[src/ocm_map.svh]
// Named constants for the output macrocell configuration block
`ifndef OCM_MAP_SVH
`define OCM_MAP_SVH
`define OCM_NCELL 8
`define OCM_NPT 8
`define OCM_RST_SYNC 1'b1
`define OCM_RST_MODE0 1'b0
`define OCM_RST_POL 8'h00
`define OCM_RST_IO 8'h00
`define OCM_RST_PINS 8'h00
`define OCM_CELL_OUT_A 0
`define OCM_CELL_IN_A 3
`define OCM_CELL_IN_B 4
`define OCM_CELL_OUT_B 7
`define OCM_PT_OE 0
`endif

[src/ocm_pkg.sv]
// Types for the output macrocell configuration block
package ocm_pkg;
    // Gray order along simple, complex, registered
    typedef enum logic [1:0] {
        OCM_SIMPLE = 2'b00,
        OCM_COMPLEX = 2'b01,
        OCM_REGISTERED = 2'b11,
        OCM_ILLEGAL = 2'b10
    } ocm_mode_t;

    typedef struct packed {
        logic [7:0] q;
    } ocm_bank_t;

    typedef struct packed {
        logic sync_select_bit;
        logic mode_config_bit_zero;
        logic [7:0] pol;
        logic [7:0] io_config_bit;
        logic clk_prev;
        ocm_mode_t mode;
        logic [7:0] pin;
        logic [7:0] pin_oe;
        logic [7:0] fb;
        logic [7:0] fb_valid;
    } ocm_state_t;
endpackage

[src/ocm_reg_if.sv]
// Carrier between the control logic and the macrocell register bank
`timescale 1ns/1ps
interface ocm_reg_if #(parameter int N = 8);
    logic [N-1:0] d;
    logic [N-1:0] en;
    logic preload;
    logic [N-1:0] preload_data;
    logic [N-1:0] q;
    modport ctl (output d, output en, output preload,
        output preload_data, input q);
    modport bank (input d, input en, input preload,
        input preload_data, output q);
endinterface

[src/ocm_reg_bank.sv]
// Macrocell register bank with clear and preload
`timescale 1ns/1ps
`include "ocm_map.svh"
module ocm_reg_bank (
    // Clock and reset
    input wire logic i_clk,
    input wire logic i_rst_b,
    // Control side
    ocm_reg_if.bank rif
);
    import ocm_pkg::*;

    ocm_bank_t state_q;
    ocm_bank_t next_state;

    always_comb begin
        next_state = state_q;
        // Preload wins so a test pattern always lands whole
        if (rif.preload) begin
            next_state.q = rif.preload_data;
        end else begin
            for (int i = 0; i < `OCM_NCELL; i++) begin
                if (rif.en[i]) begin
                    next_state.q[i] = rif.d[i];
                end
            end
        end
    end

    always_ff @(posedge i_clk) begin
        if (!i_rst_b) begin
            state_q.q <= `OCM_RST_PINS;
        end else begin
            state_q <= next_state;
        end
    end

    assign rif.q = state_q.q;
endmodule

[src/ocm_top.sv]
// Output macrocell configuration and pin routing
`timescale 1ns/1ps
`include "ocm_map.svh"
// Operation
// - One global mode: simple, complex, registered
// - Two global bits pick mode for all
// - Per-cell polarity bit inverts output always
// - Per-cell bit selects output or I/O in registered mode, output or input in simple mode
// - Configuration is two global plus sixteen bits
// - Eight macrocells, each drives one pin
// - Registered: pins are clock and enable only
// - Registered: clock, enable pins carry no data
// - Complex: dedicated pins feed via outer paths
// - Complex: outer cells lose pin feedback
// - Simple: feedback goes via neighbour path
// - Simple: inner cells outputs, no feedback
// - Registers capture only in registered mode
// - Complex supports product-term enabled outputs
// - Simple outputs have no enable control
// - Registers cleared at reset, preloadable
// - Registered cells share clock and enable
// - Registered eight terms, I/O seven terms
// - Complex reserves one term as enable
module ocm_top (
    // Clock and reset
    input wire logic I_REF_CLK,
    input wire logic I_RST_B,
    // Architecture configuration
    input wire logic I_CFG_LOAD,
    input wire logic I_SYNC_SELECT_BIT,
    input wire logic I_MODE_CONFIG_BIT_ZERO,
    input wire logic [7:0] I_POLARITY,
    input wire logic [7:0] I_IO_CONFIG_BIT,
    // Dedicated pins and array terms
    input wire logic I_DED_CLK,
    input wire logic I_DED_OE_B,
    input wire logic [63:0] I_PT,
    input wire logic [7:0] I_PIN_IN,
    // Test preload
    input wire logic I_PRELOAD,
    input wire logic [7:0] I_PRELOAD_DATA,
    // Pins, feedback and status
    output logic [7:0] O_PIN,
    output logic [7:0] O_PIN_OE,
    output logic [7:0] O_FB,
    output logic [7:0] O_FB_VALID,
    output logic [1:0] O_MODE,
    output logic [7:0] O_REG_Q
);
    import ocm_pkg::*;

    ocm_state_t state_q;
    ocm_state_t next_state;
    ocm_reg_if #(.N(`OCM_NCELL)) rif ();

    function automatic ocm_mode_t mode_of(input logic syn, input logic ac0);
        ocm_mode_t m;
        m = OCM_ILLEGAL;
        unique case ({syn, ac0})
            2'b10: m = OCM_SIMPLE;
            2'b11: m = OCM_COMPLEX;
            2'b01: m = OCM_REGISTERED;
            2'b00: m = OCM_ILLEGAL;
        endcase
        return m;
    endfunction

    // Sum of a cell's terms, optionally leaving out the enable term
    function automatic logic sum_of(input logic [7:0] t, input logic skip);
        logic s;
        s = 1'b0;
        for (int k = 0; k < `OCM_NPT; k++) begin
            if (!(skip && k == `OCM_PT_OE)) begin
                s = s | t[k];
            end
        end
        return s;
    endfunction

    ocm_reg_bank u_bank (
        .i_clk(I_REF_CLK),
        .i_rst_b(I_RST_B),
        .rif(rif)
    );

    ocm_mode_t cur_mode;
    logic clk_rise;
    logic [7:0] cell_pt [`OCM_NCELL];
    logic [7:0] reg_d;
    logic [7:0] reg_en;

    assign cur_mode = mode_of(state_q.sync_select_bit,
        state_q.mode_config_bit_zero);
    // Pin is taken as synchronous; an edge is seen at the first reference clock edge after it rises
    assign clk_rise = I_DED_CLK & ~state_q.clk_prev;

    genvar g;
    generate
        for (g = 0; g < `OCM_NCELL; g++) begin : g_cell
            assign cell_pt[g] = I_PT[g*`OCM_NPT +: `OCM_NPT];
            assign reg_d[g] = sum_of(cell_pt[g], 1'b0);
            // Shared clock only; I/O cells never tick
            assign reg_en[g] = clk_rise && cur_mode == OCM_REGISTERED
                && !state_q.io_config_bit[g];
        end
    endgenerate

    assign rif.d = reg_d;
    assign rif.en = reg_en;
    assign rif.preload = I_PRELOAD;
    assign rif.preload_data = I_PRELOAD_DATA;

    always_comb begin
        next_state = state_q;
        next_state.clk_prev = I_DED_CLK;
        next_state.mode = cur_mode;
        if (I_CFG_LOAD) begin
            next_state.sync_select_bit = I_SYNC_SELECT_BIT;
            next_state.mode_config_bit_zero = I_MODE_CONFIG_BIT_ZERO;
            next_state.pol = I_POLARITY;
            next_state.io_config_bit = I_IO_CONFIG_BIT;
        end
        for (int i = 0; i < `OCM_NCELL; i++) begin
            next_state.pin[i] = 1'b0;
            next_state.pin_oe[i] = 1'b0;
            next_state.fb[i] = 1'b0;
            next_state.fb_valid[i] = 1'b0;
            unique case (cur_mode)
                OCM_REGISTERED: begin
                    if (!state_q.io_config_bit[i]) begin
                        next_state.pin[i] = rif.q[i] ^ state_q.pol[i];
                        next_state.pin_oe[i] = !I_DED_OE_B;
                        next_state.fb[i] = rif.q[i];
                    end else begin
                        next_state.pin[i] = sum_of(cell_pt[i], 1'b1)
                            ^ state_q.pol[i];
                        next_state.pin_oe[i] = cell_pt[i][`OCM_PT_OE];
                        next_state.fb[i] = I_PIN_IN[i];
                    end
                    // Dedicated pins never reach the array here
                    next_state.fb_valid[i] = 1'b1;
                end
                OCM_COMPLEX: begin
                    next_state.pin[i] = sum_of(cell_pt[i], 1'b1)
                        ^ state_q.pol[i];
                    next_state.pin_oe[i] = cell_pt[i][`OCM_PT_OE];
                    next_state.fb[i] = I_PIN_IN[i];
                    next_state.fb_valid[i] = 1'b1;
                end
                OCM_SIMPLE: begin
                    next_state.pin[i] = sum_of(cell_pt[i], 1'b0)
                        ^ state_q.pol[i];
                    // No enable term; io bit just turns the cell to input
                    next_state.pin_oe[i] = !state_q.io_config_bit[i];
                    next_state.fb_valid[i] = 1'b1;
                    if (i < `OCM_CELL_IN_B) begin
                        next_state.fb[i] = (i == `OCM_CELL_OUT_A) ? I_DED_CLK
                            : I_PIN_IN[i-1];
                    end else begin
                        next_state.fb[i] = (i == `OCM_CELL_OUT_B) ? I_DED_OE_B
                            : I_PIN_IN[i+1];
                    end
                end
                default: begin
                    // Undefined code: pins float, nothing fed back
                end
            endcase
        end
        if (cur_mode == OCM_COMPLEX) begin
            next_state.fb[`OCM_CELL_OUT_A] = I_DED_CLK;
            next_state.fb[`OCM_CELL_OUT_B] = I_DED_OE_B;
        end
        if (cur_mode == OCM_SIMPLE) begin
            next_state.pin_oe[`OCM_CELL_IN_A] = 1'b1;
            next_state.pin_oe[`OCM_CELL_IN_B] = 1'b1;
        end
    end

    always_ff @(posedge I_REF_CLK) begin
        if (!I_RST_B) begin
            state_q.sync_select_bit <= `OCM_RST_SYNC;
            state_q.mode_config_bit_zero <= `OCM_RST_MODE0;
            state_q.pol <= `OCM_RST_POL;
            state_q.io_config_bit <= `OCM_RST_IO;
            state_q.clk_prev <= 1'b0;
            state_q.mode <= OCM_SIMPLE;
            state_q.pin <= `OCM_RST_PINS;
            state_q.pin_oe <= `OCM_RST_PINS;
            state_q.fb <= `OCM_RST_PINS;
            state_q.fb_valid <= `OCM_RST_PINS;
        end else begin
            state_q <= next_state;
        end
    end

    assign O_PIN = state_q.pin;
    assign O_PIN_OE = state_q.pin_oe;
    assign O_FB = state_q.fb;
    assign O_FB_VALID = state_q.fb_valid;
    assign O_MODE = state_q.mode;
    assign O_REG_Q = rif.q;
endmodule

[config.mk]
export PLATFORM = sky130hd
export DESIGN_NAME = ocm_top
export DESIGN_NICKNAME = d
export VERILOG_FILES = /design/src/ocm_pkg.sv /design/src/ocm_reg_if.sv /design/src/ocm_reg_bank.sv /design/src/ocm_top.sv
export VERILOG_INCLUDE_DIRS = /design/src
export SDC_FILE = /design/constraint.sdc
export NUM_CORES = 1
export LEC_CHECK = 0
export ABC_AREA = 0
export BUFFER_PORTS_ARGS = -buffer_cell sky130_fd_sc_hd__buf_2
export CAP_MARGIN = 20
export CORE_ASPECT_RATIO = 0.6
export CORE_MARGIN = 4
export CORE_UTILIZATION = 43
export DETAILED_ROUTE_END_ITERATION = 12
export PLACE_DENSITY = 0.77
export SLEW_MARGIN = 40
export SYNTH_ARGS = -nofsm -noshare
export SYNTH_HDL_FRONTEND = slang
export SYNTH_SLANG_ARGS = --single-unit
export TNS_END_PERCENT = 50
[constraint.sdc]
create_clock -name I_REF_CLK -period 1.5 [get_ports I_REF_CLK]
set_input_delay 0.225 -clock I_REF_CLK [delete_from_list [all_inputs] [get_ports I_REF_CLK]]
set_output_delay 0.225 -clock I_REF_CLK [all_outputs]
set_load 0.01 [all_outputs]
==> results by group, run 1 <==
Clock network
  • Total CTS buffers: 5
  • Clk buf depth: 2
  • Post-CTS Hold Buffers: 0
  • Sink Count: between 50 and 60
  • Later-pin clock latency in the skew report: a little under 0.3 ns
  • Root Driver: clkbuf_16
  • Clock transition at path regs: approximately 0.070 ns
  • CTS tree: yes
  • H-tree depth: 2

STA
  • Final hold violations: 0
  • Layout Skew: about 0.0076 ns
  • Maximum clock frequency: about 0.64 GHz
  • Worst slew pin tran: about 0.57 ns
  • Minimum hold slack: around 0.15 ns
  • RSZ-0062 raised after global routing: true
  • Final setup viols: 10
  • Period utilisation layout: 105%
  • TNS Setup: -0.179 ns
  • Post-route setup slack: -0.0680 ns
  • Max-Slew Margin vs Limit: between 60% and 70%
  • Slew Limit Fails: 0
  • Final min period: about 1.6 ns

Synthesis
  • Yosys warnings: 0
  • Seq/Total Area, Yosys: approximately a third
  • Cell variety after synth: 41
  • Top cells by area, synth: dfxtp_1 (34%), buf_4 (8.5%), mux2i_1 (5.9%), nor2b_1 (4.3%), nor4_4 (3.3%)
  • Top cells by count, synth: dfxtp_1 (54), buf_4 (36), nor2_1 (28)
  • Top-area cell type share of the netlist area: roughly 34%
  • Synthesized area: around 3200 um^2
  • Post-synth top flop: dfxtp_1
  • Ys async rst share: 0%
  • Synth Area per Inst: slightly below 9 um^2
  • Syn_nets: ~470
  • Cell accounting for the most synthesized area: dfxtp_1
  • Cells after Synth: 363
  • Synth Register Bits: 54
  • Number of synthesized flops with an enable pin: 0
  • Count leader, synth: dfxtp_1

Layout
  • Fin util: 60.9%
  • Ratio of cells with drive above 1 in the final layout: roughly 47%
  • Final #Nets: roughly 610
  • Ant diodes: 0
  • Synth-to-layout area growth: 37.8%
  • Final non-filler cell area: between 4000 and 5000 um^2

Run status
  • Outcome: finished, violations left
  • Violated checks: negative setup slack

Placement
  • GP Congestion: between 0.8 and 0.9
  • Hpwl dp: approximately 7800 um
  • IO Port Bufs: approximately 150
  • Placed cell areas: between 3000 and 4000 um^2

Floorplan
  • Top-level port count: roughly 150
  • Initial core utilization: 44.2%
  • Die Area: about 8900 um^2
  • Core Rows: 24
  • Core Box Area: 7240 um^2
  • Die Height: 74.8 um
  • Die Span X: between 100 and 150 um

GRT
  • Initial antenna violation count: 2
  • Largest net degree at the start of global routing: 23
  • Vias in the first global route: 3,106
  • Remaining global-route overflow: 0
  • First-pass GRT wire length: 15,900 um
  • GRT Total Usage: 22.6%

Pwr
  • P per Cell Area: about 840 nW/um^2
  • Clock power share: around 32%
  • Combinational Power Share: between 20% and 30%
  • Switching share of total power: around 29%
  • NetSw: about 1.1 mW
  • Total power: between 3 and 4 mW
  • Reg power frac: a little over two fifths
  • Internal power: between 2 and 3 mW
  • Pleak: 2.07 nW
  • VDD IR max: 493 uV

Drt
  • Residual DRC count: 0
  • ANT nets after route: 0
  • Via-to-Cell Ratio: around 5.5
  • Post-DR wirelength/cell: about 18 um
  • Via count: 3,299
  • DR pass1 iterations: 9
  • Initial drt markers: ~290
  • Routed WL: approximately 11,000 um

Worst setup path
  • Crit-path max cell delay: 0.38 ns
  • CP Cell Sequence: inv_4 > ha_4 > nand3b_4 > or3_4 > o221ai_2 > a21boi_1
  • Crit end category: flop
  • Critical Path AT: roughly 1.7 ns
  • Crit Path Max Fanout: 7
  • Worst path slowest cell: dfxtp_4
  • Critical R2R Launch: state_q[52]
  • Crit Path Class: flop to flop
  • Setup crit start: state_q[52]
  • WP data required: ~1.7 ns
  • CP startpoint kind: flop

Hold path
  • Worst Hold Class: primary input to flop
  • Hold Crit Start: I_SYNC_SELECT_BIT

Run
  • Max_cap viols: 0
## metal layers
metal	share of wire [%]	vias up	track usage, %
met5	0.21	-	0
met3	15	27	8.93
met1	39	1501	29.4
met4	2.1	4	5.71
li1	-	1547	-
met2	45	220	35.7
## cell usage in the layout, fill, tap and decap left out, types with 5 or more instances in the layout
cell type | netlist | final
buf_4 | 36 | 30
nor4_4 | 5 | 5
dfxtp_1 | 54 | 52
nand2b_1 | 14 | 12
nor3_1 | 8 | 8
a2bb2oi_1 | 6 | 5
clkbuf_16 | 0 | 7
mux2i_1 | 19 | 19
nor2b_1 | 22 | 21
a21oi_2 | 5 | 8
inv_1 | 8 | 6
a21oi_1 | 17 | 14
nor2_1 | 28 | 28
a31oi_1 | 11 | 11
a21o_1 | 8 | 8
o221ai_2 | 0 | 7
a222oi_1 | 6 | 6
nand2_1 | 24 | 24
a21boi_1 | 3 | 7
buf_2 | 7 | 145
## final timing paths
check        cells after the start  slack (ns)         endpoint
min                              3        0.15      state_q[52]
max reg2reg                      6       -0.07  u_bank.rif.q[1]
max                              6       -0.07  u_bank.rif.q[1]
min reg2reg                      2        0.54      state_q[45]
## power groups by stage
stage | combinational [mW] | clock, mW | sequential [mW]
after global placement | 0.777 | 0 | 1.65
after floorplan | 0.509 | 0 | 1.63
after CTS | 0.810 | 1.20 | 1.62
after detailed placement | 0.795 | 0 | 1.65
after global routing | 0.951 | 1.28 | 1.65
final | 0.881 | 1.19 | 1.63
## cell families after synthesis
group / after synthesis / synth area share [%]
AND/OR/NAND/NOR: 121 / 22.2
AO/OA/AOI/OAI: 93 / 20.8
buffers and inverters: 63 / 12.1
flip-flops: 54 / 33.8
multiplexers: 26 / 8.76
adder cells (fa/ha/maj): 6 / 2.35
## worst max-delay path: cells and delay by family, from the launching register on
| kind | cells | cell delay (ns) |
|---|---|---|
| flops | 1 | 0.38 |
| simple gates | 2 | 0.53 |
| compound gates | 2 | 0.26 |
| fa+ha+maj | 1 | 0.22 |
| buf+inv | 1 | 0.06 |
## sequential cells by signal, indices dropped and copies added, names as in the netlist
name and cells:
state_q 19, u_bank.rif.q 8, O_PIN_OE 8, O_FB_VALID 1, O_FB 8, O_MODE 2
O_PIN 8
## cell type report
| class | instances | area [um^2] |
|---|---|---|
| Inverter | 8 | 32.5 |
| Clock buffer | 7 | 143 |
| Tap cell | 104 | 130 |
| Timing Repair Buffer | 182 | 1090 |
| Clock inverter | 1 | 5.00 |
| Multi-Input combinational cell | 247 | 1920 |
| Fill cell | 607 | 2830 |
| Sequential cell | 54 | 1090 |
## through the flow
stage                     instances  setup slack [ns]
final                           603           -0.0680
after global routing            603            -0.112
after CTS                       596          -0.00373
after detailed placement        586            -0.140
after global placement          586           -0.0819
after floorplan                 363          -0.00218
## repair_timing
action | in CTS | in global routing
endpoints found under the setup margin | 23 | 26
gates cloned | 1 | 3
gates resized for setup | 10 | 34
pin swaps | 1 | 16
buffers inserted | 1 | 4
Note: power is estimated with default switching activity, not from simulation.
==> inputs of run 2 (changes only) <==
--- a/config.mk
+++ b/config.mk
@@ -9,11 +9,13 @@
 export ABC_AREA = 0
 export BUFFER_PORTS_ARGS = -buffer_cell sky130_fd_sc_hd__buf_2
 export CAP_MARGIN = 20
+export CELL_PAD_IN_SITES_DETAIL_PLACEMENT = 0
+export CELL_PAD_IN_SITES_GLOBAL_PLACEMENT = 1
 export CORE_ASPECT_RATIO = 0.6
 export CORE_MARGIN = 4
-export CORE_UTILIZATION = 43
+export CORE_UTILIZATION = 30
 export DETAILED_ROUTE_END_ITERATION = 12
-export PLACE_DENSITY = 0.77
+export PLACE_DENSITY_LB_ADDON = 0.1
 export SLEW_MARGIN = 40
 export SYNTH_ARGS = -nofsm -noshare
 export SYNTH_HDL_FRONTEND = slang
==> results by group, run 2 (same netlist as run 1, synthesis figures left out) <==
Worst setup path
  • Crit-path max cell delay: 0.37 ns (about the same)
  • Top delay family on crit path: compound AO/OA/AOI/OAI gates
  • WP data required: 1.74 ns (+0.07 ns)
  • CP Cell Sequence: buf_6 > ha_4 > buf_12 > buf_6 > nand2b_4 > nand3_2 > a221o_1 > a21oi_2
  • Crit end category: flop
  • Most frequent cell on the critical path: buf_6
  • Worst Path Buf+Inv: 3 (+2)
  • Crit Path Class: flop to flop
  • CP startpoint kind: flop
  • Worst path slowest cell: a221o_1
  • Crit Path Max Fanout: 6 (-1)
  • Critical Path AT: 1.80 ns (+0.06 ns)

Clock network
  • Total CTS buffers: 5 (unchanged)
  • H-tree depth: 2 (unchanged)
  • Post-CTS Hold Buffers: 0 (unchanged)
  • Clock transition at path regs: 0.07 ns (about the same)
  • Root Driver: clkbuf_16
  • Later-pin clock latency in the skew report: 0.30 ns (about the same)
  • Clk buf depth: 2 (unchanged)
  • CTS tree: yes
  • Sink Count: 54 (unchanged)

STA
  • Period utilisation layout: 104% (-0.19 points)
  • Final hold violations: 0 (unchanged)
  • Final min period: 1.57 ns (-0.00291 ns)
  • RSZ-0062 raised after global routing: true
  • Post-route setup slack: -0.0651 ns (+0.00291 ns)
  • Minimum hold slack: 0.146 ns (+0.0000360 ns)
  • Final setup viols: 11 (+1)
  • Slew Limit Fails: 0 (unchanged)
  • TNS Setup: -0.209 ns (-0.0305 ns)
  • Layout Skew: 0.00445 ns (-0.00314 ns)
  • Max-Slew Margin vs Limit: 65.5% (+4.1 points)
  • Worst slew pin tran: 0.513 ns (-0.0605 ns)
  • Maximum clock frequency: 0.639 GHz (+0.19%)

Layout
  • Fillcell total: 1,014 (+67%)
  • Commonest non-fill, non-tap cell in the layout: buf_2
  • Most flop-heavy register: state_q
  • Ant diodes: 0 (unchanged)
  • Non-filler instance count after layout: 638 (+5.8%)
  • Final #Nets: 612 (+0.66%)
  • Ratio of cells with drive above 1 in the final layout: 48.3% (+0.82 points)
  • Final non-filler cell area: 4530 um^2 (+2.9%)
  • Commonest non-fill, non-tap cells in the layout: buf_2 (145), dfxtp_1 (52), buf_4 (28)
  • Synth-to-layout area growth: 41.8%
  • Largest register FFs: 19 (unchanged)
  • Fin util: 44.8% (-16 points)

GRT
  • Vias in the first global route: 3,162 (+1.8%)
  • First-pass GRT wire length: 16,900 um (+6.7%)
  • GRT Total Usage: 17.7% (-4.9 points)
  • Largest net degree at the start of global routing: 21 (-8.7%)
  • Remaining global-route overflow: 0 (unchanged)
  • Initial antenna violation count: 0 (-2)

Drt
  • ANT nets after route: 0 (unchanged)
  • Initial drt markers: 217 (-24%)
  • Residual DRC count: 0 (unchanged)
  • Routed WL: 11,300 um (+4.5%)
  • Via count: 3,144 (-4.7%)
  • DR pass1 iterations: 4 (-5)
  • Post-DR wirelength/cell: 17.7 um (-1.2%)
  • Via-to-Cell Ratio: 4.93 (-9.9%)

Placement
  • GP Congestion: 0.746 (-14%)
  • Placed cell count: 618 (+5.5%)
  • IO Port Bufs: 145 (unchanged)
  • Placed cell areas: 4010 um^2 (+1.2%)
  • Hpwl dp: 8330 um (+7.4%)

Floorplan
  • Core Box Area: 10,100 um^2 (+40%)
  • Top-level port count: 146 (unchanged)
  • Die Area: 12,400 um^2 (+39%)
  • Core Rows: 28 (+17%)
  • Die Height: 88.0 um (+18%)
  • Initial core utilization: 31.6% (-13 points)
  • Die Span X: 141 um (+18%)

Run
  • Max_cap viols: 0 (unchanged)

Hold path
  • Worst Hold Class: primary input to flop

Run status
  • Violated checks: negative setup slack
  • Outcome: finished, violations left

Pwr
  • Pleak: 2.10 nW (+1.5%)
  • P per Cell Area: 830 nW/um^2 (-1.2%)
  • VDD IR max: 462 uV (-6.3%)
==> run 2: changes by cell type in the layout (fill, tap and decap cells not counted), sizes merged <==
| cell | delta |
|---|---|
| clkbuf | -1 |
| buf | +4 |
| bufbuf | +1 |
==> run 2: per-stage QoR <==
stage                     worst slack, ns  power [mW]
final                             -0.0651        3.76
after CTS                         -0.0365        3.75
after detailed placement           -0.108        2.47
after global routing               -0.123        3.96
after floorplan                  -0.00218        2.14
after global placement             -0.105        2.47
==> run 2: worst min-delay path, cell delays in order <==
cell and delay (ns):
buf_2 0.07, nand2_1 0.04, o211ai_1 0.07
==> run 2: layout make-up <==
cell class	instances	area (um^2)	share of cell area (%)
Tap cell	135	169	3.73
Clock inverter	1	5.00	0.110
Multi-Input combinational cell	247	1940	42.7
Sequential cell	54	1090	24.0
Clock buffer	7	143	3.15
Timing Repair Buffer	186	1160	25.7
Inverter	8	30.0	0.662
==> run 2: timing repair <==
item	CTS	global route
cloned	2	1
endpoints found under the setup margin	20	29
setup buffers	10	0
pin swaps	9	16
gates resized for setup	18	35
==> run 2: path summary, 6_finish.rpt <==
path | startpoint | endpoint | slack [ns] | cells after the start
max reg2reg | state_q[52] | O_PIN[7] | -0.07 | 8
max | state_q[52] | O_PIN[7] | -0.07 | 8
min reg2reg | state_q[45] | state_q[45] | 0.55 | 2
min | I_SYNC_SELECT_BIT | state_q[52] | 0.15 | 3
==> run 2: per-layer routing <==
| layer | global-route usage [%] | wire (um) | up-vias |
|---|---|---|---|
| met5 | 0 | 0 | - |
| met4 | 5.01 | 121 | 0 |
| met3 | 4.80 | 1060 | 12 |
| met2 | 27.0 | 4890 | 120 |
| met1 | 24.8 | 5210 | 1461 |
| li1 | - | - | 1551 |
==> run 2: power breakdown <==
part	switching [mW]	internal, mW	total (mW)	leakage (nW)
combinational	0.454	0.472	0.926	1.58
clock	0.547	0.664	1.21	0.0739
sequential	0.0888	1.54	1.63	0.447
==> inputs of run 3 (changes only) <==
--- a/config.mk
+++ b/config.mk
@@ -12,7 +12,7 @@
 export CELL_PAD_IN_SITES_DETAIL_PLACEMENT = 0
 export CELL_PAD_IN_SITES_GLOBAL_PLACEMENT = 1
 export CORE_ASPECT_RATIO = 0.6
-export CORE_MARGIN = 4
+export CORE_MARGIN = 10
 export CORE_UTILIZATION = 30
 export DETAILED_ROUTE_END_ITERATION = 12
 export PLACE_DENSITY_LB_ADDON = 0.1
==> results by group, run 3 (same netlist as run 1, synthesis figures left out) <==
Placement
  • Hpwl dp: 9220 um (+11%)
  • Placed cell areas: 4040 um^2 (+0.69%)
  • GP Congestion: 0.782 (+4.9%)
  • IO Port Bufs: 145 (unchanged)
  • Placed cell count: 625 (+1.1%)

Clock network
  • Clk buf depth: 2 (unchanged)
  • H-tree depth: 2 (unchanged)
  • Total CTS buffers: 5 (unchanged)
  • Clock transition at path regs: 0.07 ns (about the same)
  • Root Driver: clkbuf_16
  • Sink Count: 54 (unchanged)
  • CTS tree: yes
  • Later-pin clock latency in the skew report: 0.29 ns (about the same)

GRT
  • Largest net degree at the start of global routing: 20 (-4.8%)
  • Vias in the first global route: 3,232 (+2.2%)
  • Initial antenna violation count: 3 (+3)
  • First-pass GRT wire length: 18,000 um (+6.3%)
  • Remaining global-route overflow: 0 (unchanged)
  • GRT Total Usage: 14.6% (-3.1 points)

STA
  • Final min period: 1.61 ns (+0.0495 ns)
  • Max-Slew Margin vs Limit: 64.4% (-1.1 points)
  • Final hold violations: 0 (unchanged)
  • Minimum hold slack: 0.176 ns (+0.0297 ns)
  • RSZ-0062 raised after global routing: true
  • Final setup viols: 10 (-1)
  • Layout Skew: 0.00817 ns (+0.00373 ns)
  • Post-route setup slack: -0.115 ns (-0.0495 ns)
  • Worst slew pin tran: 0.529 ns (+0.0159 ns)
  • Period utilisation layout: 108% (+3.3 points)
  • Maximum clock frequency: 0.619 GHz (-3.1%)
  • Slew Limit Fails: 0 (unchanged)

Layout
  • Final #Nets: 611 (-0.16%)
  • Final non-filler cell area: 4440 um^2 (-2.2%)
  • Commonest non-fill, non-tap cells in the layout: buf_2 (145), dfxtp_1 (52), buf_4 (30)
  • Largest register FFs: 19 (unchanged)
  • Fillcell total: 1,069 (+5.4%)
  • Non-filler instance count after layout: 642 (+0.63%)
  • Most flop-heavy register: state_q
  • Synth-to-layout area growth: 38.7%
  • Commonest non-fill, non-tap cell in the layout: buf_2
  • Ratio of cells with drive above 1 in the final layout: 47.0% (-1.3 points)

Drt
  • ANT nets after route: 0 (unchanged)
  • Residual DRC count: 0 (unchanged)
  • Via count: 3,125 (-0.60%)
  • Post-DR wirelength/cell: 18.5 um (+4.4%)
  • DR pass1 iterations: 5 (+1)
  • Via-to-Cell Ratio: 4.87 (-1.2%)
  • Routed WL: 11,900 um (+5.1%)
  • Initial drt markers: 144 (-34%)

Worst setup path
  • Crit-path max cell delay: 0.37 ns (about the same)
  • WP data required: 1.68 ns (-0.06 ns)
  • Worst path slowest cell: dfxtp_4
  • Critical Path AT: 1.80 ns (about the same)
  • Flop2flop setup slack: -0.11 ns (-0.05 ns)
  • CP startpoint kind: flop
  • CP Cell Sequence: inv_4 > ha_4 > buf_6 > nand3b_4 > or3_1 > o221ai_1 > a21boi_1
  • Crit end category: flop
  • Crit Path Max Fanout: 6 (unchanged)
  • Crit Path Class: flop to flop

Floorplan
  • Core Rows: 29 (+3.6%)
  • Core Box Area: 10,500 um^2 (+3.6%)
  • Die Height: 100 um (+14%)
  • Top-level port count: 146 (unchanged)
  • Initial core utilization: 30.5% (-1.1 points)
  • Die Span X: 153 um (+8.5%)
  • Die Area: 15,300 um^2 (+23%)

Hold path
  • Worst Hold Class: primary input to flop

Run
  • Max_cap viols: 0 (unchanged)

Run status
  • Violated checks: negative setup slack
  • Outcome: finished, violations left

Pwr
  • Pleak: 2.06 nW (-1.6%)
  • VDD IR max: 506 uV (+9.5%)
  • P per Cell Area: 840 nW/um^2 (+1.1%)
-- run 3: worst max-delay path: cells and delay by family, from the launching register on --
| kind | cells | cell delay (ns) |
|---|---|---|
| AO/OA/AOI/OAI | 2 | 0.26 |
| adder cells (fa/ha/maj) | 1 | 0.17 |
| flip-flops | 1 | 0.37 |
| buffers and inverters | 2 | 0.21 |
| AND/OR/NAND/NOR | 2 | 0.49 |
-- run 3: path summary, 6_finish.rpt --
| path | from | to | cells after the start |
|---|---|---|---|
| setup / recovery | state_q[52] | u_bank.rif.q[6] | 7 |
| hold / removal | I_PRELOAD_DATA[3] | u_bank.rif.q[3] | 3 |
| setup reg to reg | state_q[52] | u_bank.rif.q[6] | 7 |
| hold reg to reg | state_q[45] | state_q[45] | 2 |
-- run 3: layout make-up --
cell class | instances | area (um^2) | area share (%)
repair buffers | 185 | 1100 | 24.8
well taps | 139 | 174 | 3.92
flip-flops and latches | 54 | 1090 | 24.5
inverters | 8 | 32.5 | 0.733
clock inverters | 2 | 12.5 | 0.282
diodes | 1 | 2.50 | 0.0564
multi-input cells | 247 | 1890 | 42.6
clock buffers | 6 | 139 | 3.13
-- run 3: repair_timing --
action,CTS,global route
gates resized for setup,6,40
endpoints found under the hold margin,0,0
pin swaps,1,10
gates cloned,1,0
hold buffers,0,0
endpoints found under the setup margin,23,28
setup buffers,2,5
-- run 3: routing by layer --
metal / part of all wire [%] / GRT usage [%]
met1: 46 / 18.8
met2: 44 / 22.9
met3: 9.2 / 5.85
met4: 0.46 / 2.63
met5: 0.29 / 0
-- run 3: report_power, final --
| part | switching [mW] | total, mW | internal [mW] |
|---|---|---|---|
| clock network | 0.550 | 1.21 | 0.663 |
| logic | 0.440 | 0.888 | 0.448 |
| registers | 0.0870 | 1.62 | 1.54 |
-- run 3: metrics by stage --
| step | utilization [%] | setup TNS, ns | worst slack [ns] | power (mW) |
|---|---|---|---|---|
| floorplan | - | -0.00430 | -0.00218 | 2.14 |
| global placement | 38.5 | -0.752 | -0.101 | 2.48 |
| detailed placement | 38.5 | -1.72 | -0.159 | 2.49 |
| CTS | 40.4 | -0.695 | -0.0577 | 3.73 |
| global route | 42.3 | -1.99 | -0.190 | 3.91 |
| finish | 42.3 | -0.730 | -0.115 | 3.73 |
